[src/verilog/gpdef_pkg.sv]
package gpdef_pkg;
    localparam logic [3:0] OFS_D_LATCH = 4'h3;
    localparam logic [3:0] OFS_E_LATCH = 4'h8;
    localparam logic [3:0] OFS_F_LATCH = 4'h9;
    localparam logic [3:0] OFS_D_DIR = 4'h4;
    localparam logic [3:0] OFS_E_DIR = 4'hc;
    localparam logic [3:0] OFS_F_DIR = 4'hd;
    localparam logic [3:0] OFS_PERIPH_CTRL = 4'he;
    localparam logic [7:0] DIR_D_RESET = 8'h00;
    localparam logic [7:0] DIR_E_RESET = 8'h00;
    localparam logic [6:0] DIR_F_RESET = 7'h00;
    localparam logic [7:0] CTRL_RESET = 8'h00;
    localparam logic [2:0] PRESCALE_EXT_CLK = 3'h7;
    localparam int BIT_TAKE_SPE = 0;
    localparam int BIT_TAKE_MSTR = 1;
    localparam int BIT_TAKE_MODF = 2;
    localparam int BIT_TAKE_UART = 3;
    localparam int PIN_TIMER_CLK = 6;
    localparam int PIN_SS = 4;

    typedef struct packed {
        logic [3:0] addr;
        logic [7:0] wdata;
        logic wr;
        logic rd;
    } gpdef_bus_t;

    typedef struct packed {
        logic [7:0] d;
        logic [7:0] e;
        logic [6:0] f;
    } gpdef_pins_t;
endpackage

[src/verilog/gpdef_ports.sv]
`timescale 1ns/10ps
module gpdef_ports
    import gpdef_pkg::*;
(
    input wire logic mclk,
    input wire logic reset,
    input wire logic [3:0] busAddr,
    input wire logic [7:0] busWdata,
    input wire logic busWr,
    input wire logic busRd,
    output logic [7:0] busRdata,
    input wire logic [7:0] padDIn,
    input wire logic [7:0] padEIn,
    input wire logic [6:0] padFIn,
    output logic [7:0] padDOut,
    output logic [7:0] padDOe,
    output logic [7:0] padEOut,
    output logic [7:0] padEOe,
    output logic [6:0] padFOut,
    output logic [6:0] padFOe,
    input wire logic [7:0] adcClaimD,
    input wire logic [2:0] prescaler_select,
    input wire logic [1:0] edge_level_select_high,
    input wire logic [1:0] edge_level_select_low,
    input wire logic [3:0] timerClaimF,
    input wire logic [5:0] timerChOut,
    input wire logic [5:0] timerChOe,
    input wire logic spiClkOut,
    input wire logic spiMosiOut,
    input wire logic spiMisoOut,
    input wire logic uartTxOut,
    output logic timer_external_clock_in,
    output logic [5:0] timerChIn,
    output logic spiClkIn,
    output logic spiMosiIn,
    output logic spiMisoIn,
    output logic spiSsIn,
    output logic uartRxIn,
    output logic serial_periph_enable,
    output logic serial_periph_master,
    output logic mode_fault_enable,
    output logic uart_enable
);
    gpdef_bus_t bus;
    gpdef_pins_t syncA_r, syncB_r;
    logic [7:0] port_d_latch_r, port_e_latch_r;
    logic [6:0] port_f_latch_r;
    logic [7:0] port_d_direction_r, port_e_direction_r;
    logic [6:0] port_f_direction_r;
    logic [7:0] ctrl_r, rdata_nxt;
    logic [7:0] dOut_r, dOe_r, eOut_r, eOe_r;
    logic [6:0] fOut_r, fOe_r;
    logic [6:0] tIn_r;
    logic [4:0] sIn_r;

    assign bus = '{addr: busAddr, wdata: busWdata, wr: busWr, rd: busRd};

    wire spiOn = ctrl_r[BIT_TAKE_SPE];
    wire spiMaster = ctrl_r[BIT_TAKE_MSTR];
    wire ssUsed = spiOn && !(spiMaster && !ctrl_r[BIT_TAKE_MODF]);
    wire uartOn = ctrl_r[BIT_TAKE_UART];
    wire [1:0] chOn = edge_level_select_high | edge_level_select_low;
    wire extClk = (prescaler_select == PRESCALE_EXT_CLK);

    // claim masks per port
    wire [7:0] claimE = {{3{spiOn}}, ssUsed, chOn, {2{uartOn}}};
    wire [7:0] claimD = adcClaimD;

    // peripheral drive for claimed port E pins; slave side inputs are not driven
    wire [7:0] perEOut = {spiClkOut, spiMosiOut, spiMisoOut, 1'b0,
                          timerChOut[1:0], 1'b0, uartTxOut};
    wire [7:0] perEOe = {spiMaster, spiMaster, !spiMaster, 1'b0,
                         timerChOe[1:0], 1'b0, 1'b1};

    // next pin drive: claimed pins ignore the direction bits
    wire [7:0] dOeNxt = port_d_direction_r & ~claimD;
    wire [7:0] eOeNxt = (port_e_direction_r & ~claimE) | (perEOe & claimE);
    wire [7:0] eOutNxt = (port_e_latch_r & ~claimE) | (perEOut & claimE);
    wire [3:0] fClaim = timerClaimF;
    wire [6:0] fOeNxt = (port_f_direction_r & ~{3'h0, fClaim})
                      | ({3'h0, timerChOe[5:2]} & {3'h0, fClaim});
    wire [6:0] fOutNxt = (port_f_latch_r & ~{3'h0, fClaim})
                       | ({3'h0, timerChOut[5:2]} & {3'h0, fClaim});

    // read values: the direction bit still picks latch against pin
    wire [7:0] dPinRd = syncB_r.d & ~claimD;
    wire [7:0] dRead = (port_d_direction_r & port_d_latch_r)
                     | (~port_d_direction_r & dPinRd);
    wire [7:0] eRead = (port_e_direction_r & port_e_latch_r)
                     | (~port_e_direction_r & syncB_r.e);
    wire [6:0] fRead = (port_f_direction_r & port_f_latch_r)
                     | (~port_f_direction_r & syncB_r.f);

    always_comb begin
        case (bus.addr)
            OFS_D_LATCH: rdata_nxt = dRead;
            OFS_E_LATCH: rdata_nxt = eRead;
            OFS_F_LATCH: rdata_nxt = {1'b0, fRead};
            OFS_D_DIR: rdata_nxt = port_d_direction_r;
            OFS_E_DIR: rdata_nxt = port_e_direction_r;
            OFS_F_DIR: rdata_nxt = {1'b0, port_f_direction_r};
            OFS_PERIPH_CTRL: rdata_nxt = {4'h0, ctrl_r[3:0]};
            default: rdata_nxt = 8'h00;
        endcase
    end

    // pins are asynchronous to mclk, so only the second stage is ever read
    always_ff @(posedge mclk) begin
        syncA_r <= '{d: padDIn, e: padEIn, f: padFIn};
        syncB_r <= syncA_r;
    end

    // data latches carry no reset and accept writes in any direction
    always_ff @(posedge mclk) begin
        if (bus.wr && bus.addr == OFS_D_LATCH) begin
            port_d_latch_r <= bus.wdata;
        end
        if (bus.wr && bus.addr == OFS_E_LATCH) begin
            port_e_latch_r <= bus.wdata;
        end
        if (bus.wr && bus.addr == OFS_F_LATCH) begin
            port_f_latch_r <= bus.wdata[6:0];
        end
    end

    always_ff @(posedge mclk) begin
        if (reset) begin
            port_d_direction_r <= DIR_D_RESET;
            port_e_direction_r <= DIR_E_RESET;
            port_f_direction_r <= DIR_F_RESET;
            ctrl_r <= CTRL_RESET;
        end else if (bus.wr) begin
            if (bus.addr == OFS_D_DIR) begin
                port_d_direction_r <= bus.wdata;
            end
            if (bus.addr == OFS_E_DIR) begin
                port_e_direction_r <= bus.wdata;
            end
            if (bus.addr == OFS_F_DIR) begin
                port_f_direction_r <= bus.wdata[6:0];
            end
            if (bus.addr == OFS_PERIPH_CTRL) begin
                ctrl_r <= {4'h0, bus.wdata[3:0]};
            end
        end
    end

    // read data stands only in the cycle after the strobe
    always_ff @(posedge mclk) begin
        if (reset) begin
            busRdata <= 8'h00;
        end else begin
            busRdata <= bus.rd ? rdata_nxt : 8'h00;
        end
    end

    // registered pad drive; latches are unknown after power-up until written
    always_ff @(posedge mclk) begin
        if (reset) begin
            dOut_r <= 8'h00;
            dOe_r <= 8'h00;
            eOut_r <= 8'h00;
            eOe_r <= 8'h00;
            fOut_r <= 7'h00;
            fOe_r <= 7'h00;
        end else begin
            dOut_r <= port_d_latch_r;
            dOe_r <= dOeNxt;
            eOut_r <= eOutNxt;
            eOe_r <= eOeNxt;
            fOut_r <= fOutNxt;
            fOe_r <= fOeNxt;
        end
    end

    // peripheral inputs from synchronised pins
    always_ff @(posedge mclk) begin
        if (reset) begin
            tIn_r <= 7'h00;
            sIn_r <= 5'h00;
        end else begin
            tIn_r <= {extClk & syncB_r.d[PIN_TIMER_CLK], syncB_r.f[3:0],
                      syncB_r.e[3:2] & chOn};
            sIn_r <= {syncB_r.e[7:5] & {3{spiOn}},
                      ssUsed ? syncB_r.e[PIN_SS] : 1'b1,
                      uartOn ? syncB_r.e[1] : 1'b1};
        end
    end

    assign padDOut = dOut_r;
    assign padDOe = dOe_r;
    assign padEOut = eOut_r;
    assign padEOe = eOe_r;
    assign padFOut = fOut_r;
    assign padFOe = fOe_r;
    assign timer_external_clock_in = tIn_r[6];
    assign timerChIn = tIn_r[5:0];
    assign spiClkIn = sIn_r[4];
    assign spiMosiIn = sIn_r[3];
    assign spiMisoIn = sIn_r[2];
    assign spiSsIn = sIn_r[1];
    assign uartRxIn = sIn_r[0];
    assign serial_periph_enable = ctrl_r[BIT_TAKE_SPE];
    assign serial_periph_master = ctrl_r[BIT_TAKE_MSTR];
    assign mode_fault_enable = ctrl_r[BIT_TAKE_MODF];
    assign uart_enable = ctrl_r[BIT_TAKE_UART];
endmodule

[config.mk]
export PLATFORM = sky130hd
export DESIGN_NAME = gpdef_ports
export DESIGN_NICKNAME = d
export VERILOG_FILES = /design/src/verilog/gpdef_pkg.sv /design/src/verilog/gpdef_ports.sv
export SDC_FILE = /design/constraint.sdc
export NUM_CORES = 1
export LEC_CHECK = 0
export BUFFER_PORTS_ARGS = -buffer_cell sky130_fd_sc_hd__buf_2
export CAP_MARGIN = 20
export CORE_MARGIN = 8
export CORE_UTILIZATION = 55
export DETAILED_ROUTE_END_ITERATION = 12
export GPL_TIMING_DRIVEN = 0
export MAX_ROUTING_LAYER = met4
export PLACE_DENSITY = 0.83
export SLEW_MARGIN = 5
export SYNTH_ARGS = -nofsm -noshare
export SYNTH_HDL_FRONTEND = slang
export SYNTH_SLANG_ARGS = --single-unit
[constraint.sdc]
create_clock -name mclk -period 2.46 [get_ports mclk]
set_input_delay 0.369 -clock mclk [delete_from_list [all_inputs] [get_ports mclk]]
set_output_delay 0.369 -clock mclk [all_outputs]
set_load 0.02 [all_outputs]
## Word level (Yosys, flattened, before mapping)

Cells that the tools add are included.

- Flip-flop bits (word level): 162
- Bits in latches: 0
- RAM bits: 0
- Bits in read-only memories: 0
- Input bits: 74
- Output and inout port bits: 70
- Memories: 0

- Add/subtract/negate cells: 0
- Multipliers: 0
- Divide/modulo/power cells: 0
- $lt $le $gt $ge: 0
- Equality and inequality tests: 8
- Shift-type cells: 0
- Multiplexer cells: 3
- Bitwise operators: 34
- Reduce and logical (&&, ||, !) cells: 13

Operator list:

| operator | count |
|---|---|
| 8-bit AND | 10 |
| 8-bit one-hot mux with 7 select lines | 1 |
| 8-bit NOT | 4 |
| 8-bit bitwise OR | 4 |
| 7-bit AND | 4 |
| 4-bit == test (second input constant) | 5 |
| 7-bit by 4-bit bitwise OR with 7-bit output | 2 |
| 4-bit AND | 2 |
| 2-bit AND reduction | 4 |
| 4-bit NOT with 7-bit output | 1 |
| 7-bit NOT | 1 |
| 7-bit bitwise OR | 1 |
| 1-bit logical AND | 5 |
| 4-bit by 2-bit == test with 1-bit output (second input constant) | 1 |
| 4-bit by 3-bit == test with 1-bit output (second input constant) | 1 |
| 3-bit AND | 1 |
| 3-bit == test (second input constant) | 1 |
| 1-bit zero test | 3 |
| 2-bit AND | 1 |
| 1-bit two-way mux | 2 |
| 2-bit bitwise OR | 1 |
| 2-bit OR reduction | 1 |
| 1-bit AND | 1 |
| 1-bit NOT | 1 |

## Longest topological paths before layout

- Depth after elaboration: 7
- Depth in mapped cells: 6
- Mapped depth without buffers: 4

## Worst setup path before layout

OpenSTA, ideal clock, no wires.

- Path type: input port to flip-flop
- From: input busAddr[3]
- To: register port_e_latch_r[0], enable pin
- Arrival: 1.311 ns
- Slack: 0.779 ns
- Stages: 4
- Path buffers: 1
- Path through: buf_4 -> nor3b_4 -> nand2b_1 -> nor2_1

- Cells in the longest elaborated chain, start to end: 2

Ends and longest elaborated chain:

| what | line | RTL |
|---|---|---|
| start, declared | gpdef_ports.sv:7 | `input wire logic [3:0] busAddr,` |
| 4-bit == test | gpdef_ports.sv:118 | `if (bus.wr && bus.addr == OFS_E_LATCH) begin` |
| 1-bit logical AND | gpdef_ports.sv:118 |  |
| end signal, assigned | gpdef_ports.sv:119 | `port_e_latch_r <= bus.wdata;` |
| end, declared | gpdef_ports.sv:46 | `logic [7:0] port_d_latch_r, port_e_latch_r;` |

No other way between the ends.
A chain may end at the register's enable or synchronous reset.

## Worst setup path after layout

- From: input busAddr[1]
- To: register port_e_latch_r[7], enable pin

Same word-level chain as after synthesis.

==> flow_results.xml <==
<?xml version="1.0" encoding="UTF-8"?>
<metrics>
  <group name="outcome">
    <metric name="run_status" unit="">complete, no violations</metric>
  </group>
  <group name="detailed_routing">
    <metric name="wl_per_cell" unit="um">19.0</metric>
    <metric name="vias" unit="">4183</metric>
    <metric name="routed_wl" unit="um">14700</metric>
    <metric name="first_iter_violations" unit="">318</metric>
    <metric name="count_of_antenna_violating_nets_left_after_detailed_routing" unit="">0</metric>
    <metric name="detail_route.wirelength.met1" unit="um">5920</metric>
    <metric name="wl_met2" unit="um">7040</metric>
    <metric name="drc" unit="">0</metric>
    <metric name="route.met3.wl" unit="um">1310</metric>
    <metric name="highest_layer" unit="">met4</metric>
    <metric name="avgViaCountPerCell" unit="">5.38</metric>
    <metric name="drtPass1Iterations" unit="">5</metric>
  </group>
  <group name="logic_synthesis">
    <metric name="yosysSeqAreaShare" unit="">0.660</metric>
    <metric name="synth.lib_cells_used.distinct" unit="">40</metric>
    <metric name="synth_top_area_share" unit="">0.529</metric>
    <metric name="synth_commonest_cells" unit="">sky130_fd_sc_hd__dfxtp_1 (139), sky130_fd_sc_hd__a21oi_1 (41), sky130_fd_sc_hd__nor2_1 (31), sky130_fd_sc_hd__nand2_1 (30), sky130_fd_sc_hd__mux2i_1 (29)</metric>
    <metric name="synth-seq-cells" unit="">162</metric>
    <metric name="ys.flop_type" unit="">sky130_fd_sc_hd__dfxtp_1</metric>
    <metric name="synthesis.instances" unit="">450</metric>
    <metric name="synth_top_cell_by_area" unit="">sky130_fd_sc_hd__dfxtp_1</metric>
    <metric name="async_reset_ff_frac" unit="">0</metric>
    <metric name="synth_most_common_cell" unit="">sky130_fd_sc_hd__dfxtp_1</metric>
    <metric name="syn_nets" unit="">524</metric>
    <metric name="syn-mean-instance-area" unit="um^2">11.7</metric>
    <metric name="synth_warnings" unit="">0</metric>
    <metric name="mappedNetlistArea" unit="um^2">5270</metric>
    <metric name="ys_top_cells_by_area" unit="">sky130_fd_sc_hd__dfxtp_1 (53%), sky130_fd_sc_hd__edfxtp_1 (13%), sky130_fd_sc_hd__mux2i_1 (5.5%), sky130_fd_sc_hd__a21oi_1 (3.9%), sky130_fd_sc_hd__nor3b_1 (3.0%)</metric>
    <metric name="number_of_flops_mapped_to_enable_cells_by_yosys" unit="">23</metric>
  </group>
  <group name="layout">
    <metric name="regArea" unit="um^2">3470</metric>
    <metric name="stdcell_area" unit="um^2">6980</metric>
    <metric name="final_nets" unit="">708</metric>
    <metric name="n_fill_cell" unit="">654</metric>
    <metric name="drive_gt1_frac" unit="">0.291</metric>
    <metric name="multi_input_area" unit="um^2">1660</metric>
    <metric name="layout-area-overhead-vs-synth" unit="%">32.5</metric>
    <metric name="layout_top_registers" unit="">syncA_r x23, syncB_r x23</metric>
  </group>
  <group name="floorplanning">
    <metric name="fp.dieArea" unit="um^2">13000</metric>
    <metric name="ioPinCount" unit="">144</metric>
    <metric name="floorplan.die.height" unit="um">114</metric>
    <metric name="initial_core_util" unit="">0.567</metric>
    <metric name="number_of_standard_cell_rows_in_the_floorplan" unit="">35</metric>
    <metric name="floorplan.die.width" unit="um">114</metric>
    <metric name="floorplan.core_area" unit="um^2">9280</metric>
  </group>
  <group name="worst_setup_path">
    <metric name="crit_path_start_kind" unit="">primary input</metric>
    <metric name="critical_path_required" unit="ns">2.61</metric>
    <metric name="worstPathMaxFanout" unit="">10</metric>
    <metric name="critical_path.endpoint_type" unit="">flip-flop</metric>
    <metric name="critPathArrivalTime" unit="ns">1.96</metric>
    <metric name="critPathKind" unit="">primary input to flip-flop</metric>
  </group>
  <group name="place">
    <metric name="gp_congestion" unit="">0.894</metric>
    <metric name="numPortBuffers" unit="">142</metric>
    <metric name="postPlaceCellArea" unit="um^2">6140</metric>
    <metric name="dpl_worst_slack" unit="ns">0.159</metric>
    <metric name="dp.final_hpwl" unit="um">10200</metric>
  </group>
  <group name="power_and_ir_drop">
    <metric name="clkPwrFrac" unit="">0.453</metric>
    <metric name="switch_share" unit="">0.223</metric>
    <metric name="combinationalPowerShare" unit="">0.062</metric>
    <metric name="switching_power" unit="uW">1290</metric>
    <metric name="sequentialPowerShare" unit="">0.485</metric>
    <metric name="p_int" unit="uW">4480</metric>
    <metric name="power_density" unit="nW/um^2">826</metric>
    <metric name="power_leakage" unit="uW">0.00290</metric>
    <metric name="vdd.ir_drop.worst" unit="mV">0.563</metric>
  </group>
  <group name="sta">
    <metric name="fin_tns_setup" unit="ns">0</metric>
    <metric name="timing.fmax" unit="GHz">0.552</metric>
    <metric name="final_report_max_slew_violation_count" unit="">0</metric>
    <metric name="setup-violations-final" unit="">0</metric>
    <metric name="fin_skew" unit="ns">0.00447</metric>
    <metric name="max_slew.worst_pin.slew" unit="ns">0.864</metric>
    <metric name="finalHoldViolations" unit="">0</metric>
    <metric name="setup_repair_after_global_routing_missed_its_margin" unit="">false</metric>
    <metric name="timing.final.ws_setup" unit="ns">0.647</metric>
    <metric name="finalWorstPathRequiredPeriod" unit="ns">1.81</metric>
    <metric name="maxSlewHeadroom" unit="">0.422</metric>
    <metric name="period_share" unit="">0.737</metric>
  </group>
  <group name="cts">
    <metric name="cts.root.buffer_cell" unit="">sky130_fd_sc_hd__clkbuf_8</metric>
    <metric name="clkLatencyLatePin" unit="ns">0.52</metric>
    <metric name="htree_levels" unit="">4</metric>
    <metric name="cts_tree" unit="">yes</metric>
    <metric name="cts_resized" unit="">0</metric>
    <metric name="cts_inserted_buffers" unit="">17</metric>
    <metric name="cts.sink_count" unit="">162</metric>
    <metric name="clkSlewWorstSetupHoldPaths" unit="ns">0.06</metric>
    <metric name="clock_tree.buffer_depth" unit="">2</metric>
  </group>
  <group name="hold_path">
    <metric name="hp-class" unit="">primary input to flip-flop</metric>
  </group>
  <group name="global_routing">
    <metric name="antenna_found_initial" unit="">1</metric>
    <metric name="grt_use_total" unit="">0.235</metric>
    <metric name="grt_pass1_vias" unit="">4362</metric>
    <metric name="first_pass_grt_wire_length" unit="um">22600</metric>
    <metric name="pin_count_of_the_biggest_net_entering_global_routing" unit="">17</metric>
    <metric name="globalRouteOverflowTotal" unit="">0</metric>
  </group>
  <group name="flow_run">
    <metric name="timing.max_cap.violations" unit="">0</metric>
  </group>
</metrics>
[final timing paths]
kind                               start                           to  slack [ns]  cells after the start
setup reg to reg  ctrl_r[1]$_SDFFE_PP0P_       busRdata[1]$_SDFF_PP0_        1.06                      4
hold reg to reg       syncA_r[8]$_DFF_P_           syncB_r[8]$_DFF_P_        0.33                      0
setup / recovery              busAddr[1]  port_e_latch_r[7]$_DFFE_PP_        0.65                      5
hold / removal              adcClaimD[3]         padDOe[3]$_SDFF_PP0_        0.01                      2
[cell families (layout without fill, tap and decap cells)]
logic type	after synthesis	in the layout	share of synthesized area
flops	162	162	0.660
buf+inv	27	224	0.0259
mux	33	33	0.0637
other cells	0	1	0
simple gates	137	137	0.149
compound gates	91	91	0.102
[critical path, stage by stage]
cell and delay (ns):
sky130_fd_sc_hd__buf_2 0.13, sky130_fd_sc_hd__buf_6 0.16, sky130_fd_sc_hd__nor3b_4 0.35, sky130_fd_sc_hd__nand2b_1 0.27, sky130_fd_sc_hd__nor2_1 0.68
[metal layers]
metal	track usage	vias up
met3	0.0692	39
met2	0.374	224
met4	0.100	0
li1	-	1950
met5	-	-
met1	0.272	1970
[area by class of cell]
type / instances / share of cell area
inverters: 5 / 0.00269
flip-flops and latches: 162 / 0.498
diodes: 1 / 0.000359
repair buffers: 165 / 0.135
clock buffers: 26 / 0.0795
plain buffers: 22 / 0.0169
multi-input cells: 261 / 0.237
well taps: 129 / 0.0231
clock inverters: 6 / 0.00735
[layout by cell type (no fill, tap or decap), types with 5 or more instances in the layout]
master / count
sky130_fd_sc_hd__buf_2: 146
sky130_fd_sc_hd__dfxtp_1: 139
sky130_fd_sc_hd__a21oi_1: 41
sky130_fd_sc_hd__nor2_1: 31
sky130_fd_sc_hd__nand2_1: 30
sky130_fd_sc_hd__mux2i_1: 29
sky130_fd_sc_hd__nor2b_1: 24
sky130_fd_sc_hd__o21ai_0: 23
sky130_fd_sc_hd__dlygate4sd3_1: 23
sky130_fd_sc_hd__edfxtp_1: 23
sky130_fd_sc_hd__nor3b_1: 21
sky130_fd_sc_hd__clkbuf_16: 21
sky130_fd_sc_hd__clkbuf_1: 17
sky130_fd_sc_hd__nand3_1: 8
sky130_fd_sc_hd__o22a_1: 7
sky130_fd_sc_hd__nand2b_1: 6
sky130_fd_sc_hd__and2_1: 6
sky130_fd_sc_hd__inv_1: 5
[power by group through the flow]
| stage | clock [uW] | combinational [uW] | sequential (uW) |
|---|---|---|---|
| after floorplan | 0 | 126 | 2890 |
| after global placement | 0 | 314 | 2850 |
| after detailed placement | 0 | 322 | 2850 |
| after CTS | 2610 | 353 | 2800 |
| after global routing | 2720 | 381 | 2800 |
| final | 2610 | 356 | 2800 |
[stage by stage]
step / hold WS (ns) / utilization / instances / power [uW]
after floorplan: 0.310 / - / 450 / 3010
after global placement: 0.311 / 0.661 / 721 / 3160
after detailed placement: 0.312 / 0.661 / 721 / 3180
after CTS: 0.00826 / 0.751 / 776 / 5760
after global routing: 0.00828 / 0.751 / 777 / 5910
final: 0.0137 / 0.751 / 777 / 5760
[what timing repair did]
action	CTS	global route
setup buffers	0	0
endpoints found under the hold margin	23	0
hold buffers	23	0
Note: power is estimated with default switching activity, not from simulation.
